==> src/logic/test_port_pkg.sv <==
// Register map, field layout, reset values and carriers of the test page.
// Assumes an 8-bit register port with a 6-bit address on one clock.
package test_port_pkg;

   // Register addresses
   localparam logic [5:0] ADDR_TIMER_LO  = 6'h2f;
   localparam logic [5:0] ADDR_RSVD      = 6'h30;
   localparam logic [5:0] ADDR_LINE_SEL  = 6'h31;
   localparam logic [5:0] ADDR_GROUP_CTL = 6'h32;
   localparam logic [5:0] ADDR_DRV_EN    = 6'h33;
   localparam logic [5:0] ADDR_PIN_LVL   = 6'h34;
   localparam logic [5:0] ADDR_BUS_STAT  = 6'h35;

   // Values after reset
   localparam logic [7:0] RST_RSVD      = 8'h00;
   localparam logic [7:0] RST_LINE_SEL  = 8'h00;
   localparam logic [7:0] RST_GROUP_CTL = 8'h00;
   localparam logic [7:0] RST_DRV_EN    = 8'h80;
   localparam logic [7:0] RST_PIN_LVL   = 8'h00;

   // Field positions
   localparam int LINE_SEL_MSB = 2;
   localparam int GROUP_MSB    = 4;
   localparam int BIT_FLIP     = 7;
   localparam int BIT_PRBS9    = 6;
   localparam int BIT_PRBS15   = 5;
   localparam int BIT_UART_EN  = 7;
   localparam int BIT_IO_SEL   = 7;
   localparam int PORT_LSB     = 1;
   localparam int PORT_MSB     = 6;

   // Second analog selector code that also routes the line to the aux pins
   localparam logic [3:0] SECOND_ANALOG_TEST_PIN_ALL_ONES = 4'hf;
   // Pins D1 to D4 only, when a serial link claims D5 and D6
   localparam logic [5:0] LIMIT_MASK = 6'h0f;

   // Pattern generator lengths and seed
   localparam int PRBS9_LEN  = 9;
   localparam int PRBS15_LEN = 15;
   localparam logic [14:0] PRBS_SEED = 15'h7fff;

   // Register port request and answer
   typedef struct packed {
      logic       wr;
      logic       rd;
      logic [5:0] addr;
      logic [7:0] wdata;
   } reg_req_t;

   typedef struct packed {
      logic       valid;
      logic [7:0] data;
   } reg_rsp_t;

   // Which host interface is active
   typedef struct packed {
      logic spi;
      logic uart;
      logic serial;
   } host_if_t;

   // Drive of data pins D6..D1
   typedef struct packed {
      logic [5:0] out;
      logic [5:0] oe;
   } port_drive_t;

   typedef enum logic [1:0] {
      PRBS_IDLE  = 2'b00,
      PRBS_ARMED = 2'b01,
      PRBS_SEND  = 2'b11
   } prbs_state_t;

endpackage

==> src/logic/prbs_source.sv <==
// Pseudo-random pattern source, armed by enable bits, run by transmit.
// Assumes transmitCmd is a one-cycle pulse from the command logic.
`timescale 1ns/1ps
module prbs_source (
   input  wire logic mclk,
   input  wire logic rst_n,
   input  wire logic enPrbs9,
   input  wire logic enPrbs15,
   input  wire logic transmitCmd,
   output logic      prbsBit,
   output logic      prbsActive
);

   test_port_pkg::prbs_state_t state_r;
   test_port_pkg::prbs_state_t state_nxt;
   logic [14:0] lfsr_r;
   logic        mode15_r;
   logic        anyEn;
   logic        fb;

   // Nine-bit pattern wins when both are set
   assign anyEn = enPrbs9 | enPrbs15;
   assign fb = mode15_r ? (lfsr_r[14] ^ lfsr_r[13])
                        : (lfsr_r[8] ^ lfsr_r[4]);

   // Armed on enable, sending only after transmit
   always_comb begin
      state_nxt = state_r;
      case (state_r)
         test_port_pkg::PRBS_IDLE:
            if (anyEn) state_nxt = test_port_pkg::PRBS_ARMED;
         test_port_pkg::PRBS_ARMED:
            if (!anyEn) state_nxt = test_port_pkg::PRBS_IDLE;
            else if (transmitCmd) state_nxt = test_port_pkg::PRBS_SEND;
         test_port_pkg::PRBS_SEND:
            if (!anyEn) state_nxt = test_port_pkg::PRBS_IDLE;
         default: state_nxt = test_port_pkg::PRBS_IDLE;
      endcase
   end

   // State, mode capture and shift register
   always_ff @(posedge mclk) begin
      if (!rst_n) begin
         state_r  <= test_port_pkg::PRBS_IDLE;
         lfsr_r   <= test_port_pkg::PRBS_SEED;
         mode15_r <= 1'b0;
      end else begin
         state_r <= state_nxt;
         if (state_r != test_port_pkg::PRBS_SEND) begin
            lfsr_r   <= test_port_pkg::PRBS_SEED;
            mode15_r <= enPrbs15 & ~enPrbs9;
         end else begin
            lfsr_r <= {lfsr_r[13:0], fb};
         end
      end
   end

   assign prbsActive = (state_r == test_port_pkg::PRBS_SEND);
   assign prbsBit    = prbsActive & (mode15_r ? lfsr_r[14] : lfsr_r[8]);

   a_prbs_hold:
   assert property (@(posedge mclk) disable iff (!rst_n)
      (state_r == test_port_pkg::PRBS_ARMED) && !transmitCmd
      |=> !prbsActive)
   else $error("pattern sent without transmit command");

   a_prbs_start:
   assert property (@(posedge mclk) disable iff (!rst_n)
      (state_r == test_port_pkg::PRBS_ARMED) && transmitCmd && anyEn
      |=> prbsActive)
   else $error("transmit command did not start pattern");

endmodule

==> config.mk <==
export PLATFORM = sky130hd
export DESIGN_NAME = prbs_source
export DESIGN_NICKNAME = d
export VERILOG_FILES = /design/src/logic/test_port_pkg.sv /design/src/logic/prbs_source.sv
export SDC_FILE = /design/constraint.sdc
export NUM_CORES = 1
export LEC_CHECK = 0
export BUFFER_PORTS_ARGS = -buffer_cell sky130_fd_sc_hd__clkbuf_2
export CAP_MARGIN = 40
export CORE_UTILIZATION = 35
export CTS_CLUSTER_SIZE = 16
export DETAILED_ROUTE_END_ITERATION = 8
export PLACE_DENSITY = 0.58
export SLEW_MARGIN = 20
export SYNTH_ARGS = -nofsm -noshare
export SYNTH_HDL_FRONTEND = slang
export SYNTH_SLANG_ARGS = --single-unit
==> constraint.sdc <==
create_clock -name mclk -period 1 [get_ports mclk]
set_input_delay 0.2 -clock mclk [delete_from_list [all_inputs] [get_ports mclk]]
set_output_delay 0.2 -clock mclk [all_outputs]
set_load 0.02 [all_outputs]
==> run_results.csv, run 1 <==
group,metric,value,unit
sta,max_freq,0.819,GHz
grt,grt_overflow,0,
clock_tree,cts.sinks,18,
setup_path,crit_arrival,1.02,ns
sta,relSlewSlack,0.834,
logic_synthesis,yosysMostFrequentCell,"dfxtp_1",
sta,slew_violations,0,
logic_synthesis,synth_top_area_frac,0.637,
layout,regArea,365,sq um
status,status,"complete, but fails checks",
grt,grt_pass1_wl,1440,microns
die,coreArea,1510,sq um
layout,multi_input_area,206,sq um
clock_tree,cts_tree,"done",
die,initial_core_util,0.375,
logic_synthesis,synth_area_per_cell,11.3,sq um
layout,fin_nets,76,
logic_synthesis,async_flop_share,0,
logic_synthesis,synth_cell_types,15,
logic_synthesis,ys.warnings.count,0,
clock_tree,hold_buffers,0,
clock_tree,numCtsBuffers,3,
die,dieArea,1780,sq um
sta,finalClockSkew,0.00118,ns
routing,detail_route.vias_per_cell,4.55,
die,rows,14,
layout,drive_gt1_frac,0.449,
routing,routed_wl,928,microns
logic_synthesis,syn_inst,50,
clock_tree,cts-root-buf,"clkbuf_4",
grt,grt_pass1_vias,357,
setup_path,r2r_setup_slack,0.04,ns
grt,grt_max_degree,15,
grt,antenna_found_initial,0,
worst_hold_path,hp-class,"input port to flip-flop",
routing,ant_nets,0,
layout,utilization,0.494,
layout,nFillCells,143,
power,p_per_area,1510,nW/um^2
place,dpl-instance-area,634,sq um
routing,drtPass1Iterations,3,
sta,period_share,1.22,
power,p_leak,0.286,nW
place,dp.cells,75,
layout,final_cells,85,
die,die_w,42.2,microns
routing,drtIter0Drc,2,
sta,setup_violations,2,
place,portBuffers,6,
die,fp.dieH,42.2,microns
logic_synthesis,synth-seq-area-share,0.637,
sta,rsz0062_at_grt,"true",
logic_synthesis,syn-cell-area,566,sq um
sta,final.min_clock_period,1.22,ns
logic_synthesis,synth_top_area_cell,"dfxtp_1",
routing,drc,0,
clock_tree,clkTransAtPathRegs,0.09,ns
sta,tightest_slew,0.247,ns
power,peakVddDrop,1.09,mV
clock_tree,clkLatencyLatePin,0.28,ns
layout,diodes,0,
place,globalplace.congestion,0.734,
logic_synthesis,ys_ff_latch,18,
die,ioPinCount,7,
setup_path,required,0.80,ns
setup_path,start_kind,"flip-flop",
setup_path,critical_path_class,"flip-flop to primary output",
layout,stdcell_area,744,sq um
setup_path,cp-end-kind,"primary output",
logic_synthesis,yosys-top-cells-area,"dfxtp_1 64%, or2_1 11%, or2_2 4.4%",
clock_tree,htreeDepth,1,
sta,fin_ws,-0.221,ns
job,max-cap-violations,0,
place,hpwlAfterDp,514,microns
routing,wl_per_cell,10.9,microns
logic_synthesis,syn_nets,55,
power,p_total,1.13,mW
logic_synthesis,ys.flop_type,"dfxtp_1",
logic_synthesis,synth_common_cells,"18 x dfxtp_1, 10 x or2_1, 4 x or2_2",
grt,grt_usage,0.114,
sta,hold_viol,0,
logic_synthesis,synth-edff-count,0,
routing,vias,387,
setup_path,cp_max_fo,2,
sta,whs,0.171,ns
layout,area_delta_synth_final,31.6,%
clock_tree,cts_buffer_depth,2,
status,failed_checks,"setup timing",
==> sequential cells by signal (all words and copies together) (netlist names) <==
name and cells:
lfsr_r 15, state_r 2, mode15_r 1
==> layer usage <==
| layer | part of all wire | vias up | track usage |
|---|---|---|---|
| li1 | - | 201 | - |
| met1 | 0.45 | 169 | 0.128 |
| met2 | 0.45 | 13 | 0.182 |
| met3 | 0.083 | 4 | 0.0776 |
| met4 | 0.019 | 0 | 0.0188 |
| met5 | 0 | - | 0 |
==> layout make-up <==
class                      instances  area share
sequential                        18       0.491
multi-input combinational         30       0.277
clock buffer                       3      0.0303
tap                               16      0.0269
inverter                           2      0.0101
timing repair buffer              16       0.165
==> where the power goes <==
group	leakage (nW)	switching, mW	internal [mW]
clock	0.0138	0.191	0.140
sequential	0.147	0.00541	0.724
combinational	0.125	0.0299	0.0365
==> through the flow <==
stage	setup TNS, ns	setup WS (ns)
detailed placement	-0.0703	-0.0217
global route	-0.445	-0.295
floorplan	0	0.0340
CTS	-0.311	-0.222
finish	-0.306	-0.221
global placement	0	0.00339
==> what timing repair did <==
item,in CTS,in global routing
gates resized for setup,7,6
setup endpoints to repair,6,13
buffers inserted,4,4
cloned,0,1
pin swaps,1,2
==> final timing paths <==
| check | cells after the start | from | end |
|---|---|---|---|
| setup / recovery | 3 | mode15_r | prbsBit |
| hold / removal | 3 | enPrbs15 | mode15_r |
| setup reg to reg | 3 | state_r[0] | lfsr_r[1] |
| hold reg to reg | 1 | lfsr_r[9] | lfsr_r[10] |
==> critical path, cell delays in order, from the launching register on <==
cell and delay, ns:
dfxtp_2 0.34, mux2i_1 0.19, nor2_1 0.05, buf_2 0.15
==> placed cells by master (no fill, tap or decap), types with 2 or more instances in the layout <==
| master | n |
|---|---|
| o21ai_0 | 2 |
| mux2i_1 | 2 |
| buf_6 | 2 |
| or2_2 | 4 |
| nand3_1 | 2 |
| clkbuf_4 | 3 |
| dfxtp_2 | 4 |
| or2_1 | 10 |
| buf_4 | 8 |
| xor2_1 | 2 |
| nor2_1 | 2 |
| dfxtp_1 | 14 |
| clkbuf_2 | 4 |
==> cell families (layout without fill, tap and decap cells) <==
group,Yosys count,in the layout,share of synthesized area
and+or+nand+nor,21,22,0.223
DFF,18,18,0.637
AOI/OAI and AO/OA,4,4,0.0398
buffers and inverters,3,21,0.0332
xor gates and xnor gates,2,2,0.0310
muxes,2,2,0.0354
Note: power is estimated with default switching activity, not from simulation.
==> run 2, diff against run 1 <==
Clock period 1 ns to 1.48 ns, I/O delays scaled along.
==> run_results.csv, run 2 (synthesized netlist as in run 1, its figures left out) <==
group,metric,value,unit
clock_tree,htreeDepth,1,
layout,top_register,"lfsr_r",
clock_tree,cts-root-buf,"clkbuf_4",
grt,antenna_found_initial,0,
layout,stdcell_area,642,sq um
setup_path,crit_end,"prbsBit",
setup_path,cp-end-kind,"primary output",
clock_tree,clkTransAtPathRegs,0.09,ns
layout,largest_register_ffs,15,
clock_tree,clkLatencyLatePin,0.28,ns
clock_tree,numCtsBuffers,3,
sta,setup_violations,0,
clock_tree,cts_buffer_depth,2,
place,dp.cells,71,
power,p_per_area,1240,nW/um^2
power,p_leak,0.238,nW
place,portBuffers,6,
grt,grt_max_degree,15,
routing,drtIter0Drc,1,
layout,nFillCells,155,
routing,vias,333,
sta,tightest_slew,0.237,ns
setup_path,worstPathCellList,"nand2_1, nor2_1, clkbuf_2",
sta,slew_violations,0,
clock_tree,cts_tree,"done",
setup_path,start_kind,"flip-flop",
die,die_w,42.2,microns
sta,finalClockSkew,0.00232,ns
setup_path,crit_family,"flip-flops",
routing,drc,0,
die,fp.dieH,42.2,microns
setup_path,r2r_setup_slack,0.44,ns
die,dieArea,1780,sq um
setup_path,r2r_end,"lfsr_r[1]",
power,internal-power,0.647,mW
sta,final.min_clock_period,1.38,ns
setup_path,crit_arrival,1.09,ns
setup_path,reg2reg_from,"state_r[0]",
routing,detail_route.vias_per_cell,4.44,
sta,fin_tns_setup,0,ns
setup_path,cp.depth,3,
power,switching_share,0.186,
sta,rsz0062_at_grt,"false",
grt,grt_pass1_wl,1230,microns
routing,wl_per_cell,8.84,microns
die,coreArea,1510,sq um
layout,diodes,0,
place,globalplace.congestion,0.734,
sta,max_freq,0.723,GHz
layout,drive_gt1_frac,0.271,
layout,final_cells,75,
layout,final_common_cell,"dfxtp_1",
sta,relSlewSlack,0.840,
sta,period_share,0.934,
place,dpl-instance-area,604,sq um
sta,hold_viol,0,
setup_path,ff2ff_path_depth,2,
die,rows,14,
routing,routed_wl,663,microns
clock_tree,cts.sinks,18,
grt,grt_pass1_vias,291,
die,initial_core_util,0.375,
setup_path,critical_path_buf_inv_count,1,
status,status,"finished, final reports clean",
setup_path,required,1.18,ns
routing,ant_nets,0,
grt,grt_usage,0.0963,
layout,area_delta_synth_final,13.5,%
grt,grt_overflow,0,
layout,fin_nets,65,
clock_tree,post_cts_buffers,0,
die,ioPinCount,7,
layout,layout_common_cells,"17 x dfxtp_1, 10 x or2_1, 6 x clkbuf_2, 4 x or2_2, 3 x clkbuf_4",
power,pwr-share-clk,0.356,
power,power_switching,0.148,mW
setup_path,cp_max_fo,5,
setup_path,critical_path_class,"flip-flop to primary output",
power,power_frac_comb,0.022,
routing,drtPass1Iterations,2,
setup_path,cpMaxStageDelayCell,"dfxtp_1",
power,seq_power_share,0.621,
power,peakVddDrop,0.415,mV
layout,largestRegisters,"lfsr_r x15, state_r x2, mode15_r x1",
clock_tree,hold_buffers,0,
setup_path,startpoint,"state_r[0]",
setup_path,worst_path_largest_cell_delay,0.41,ns
sta,whs,0.224,ns
worst_hold_path,hp-class,"input port to flip-flop",
job,max-cap-violations,0,
==> run 2: worst min path at each step <==
stage,startpoint,to,slack [ns],depth (start not counted)
2_1_floorplan,rst_n,lfsr_r[0],0.37,1
3_3_place_gp,lfsr_r[9],lfsr_r[10],0.39,1
3_5_place_dp,lfsr_r[9],lfsr_r[10],0.39,1
4_1_cts,rst_n,lfsr_r[0],0.22,2
5_1_grt,rst_n,lfsr_r[0],0.20,2
6_report,rst_n,lfsr_r[0],0.22,2
==> run 2: area by class of cell <==
| type | count | area (sq um) | share of cell area |
|---|---|---|---|
| clock buffers | 4 | 36.3 | 0.0565 |
| inverters | 2 | 7.51 | 0.0117 |
| multi-input cells | 29 | 186 | 0.290 |
| flip-flops and latches | 18 | 362 | 0.563 |
| well taps | 16 | 20.0 | 0.0312 |
| repair buffers | 6 | 30.0 | 0.0468 |
==> run 2: power groups by stage <==
stage          clock network [mW]  logic (mW)  registers, mW
5_1_grt                     0.325      0.0201          0.495
6_report                    0.283      0.0177          0.494
2_1_floorplan                   0     0.00983          0.504
3_5_place_dp                    0      0.0178          0.505
3_3_place_gp                    0      0.0175          0.505
4_1_cts                     0.298      0.0180          0.494
==> run 2: what timing repair did <==
action | CTS | global route
endpoints found under the setup margin | 0 | 1
hold endpoints to repair | 0 | 0
resized for setup | 0 | 1
==> run 2: stage by stage <==
step	total power, mW	setup slack, ns	util
after floorplan	0.514	0.418	-
after CTS	0.810	0.0756	0.425
final	0.795	0.0978	0.426
after global placement	0.523	0.417	0.401
after global routing	0.840	0.0112	0.426
after detailed placement	0.523	0.405	0.401
==> run 2: metal layers <==
metal / global-route usage / share of wire
met4: 0.0750 / 0.017
met5: 0 / 0
met2: 0.117 / 0.36
met1: 0.132 / 0.56
met3: 0.0388 / 0.054
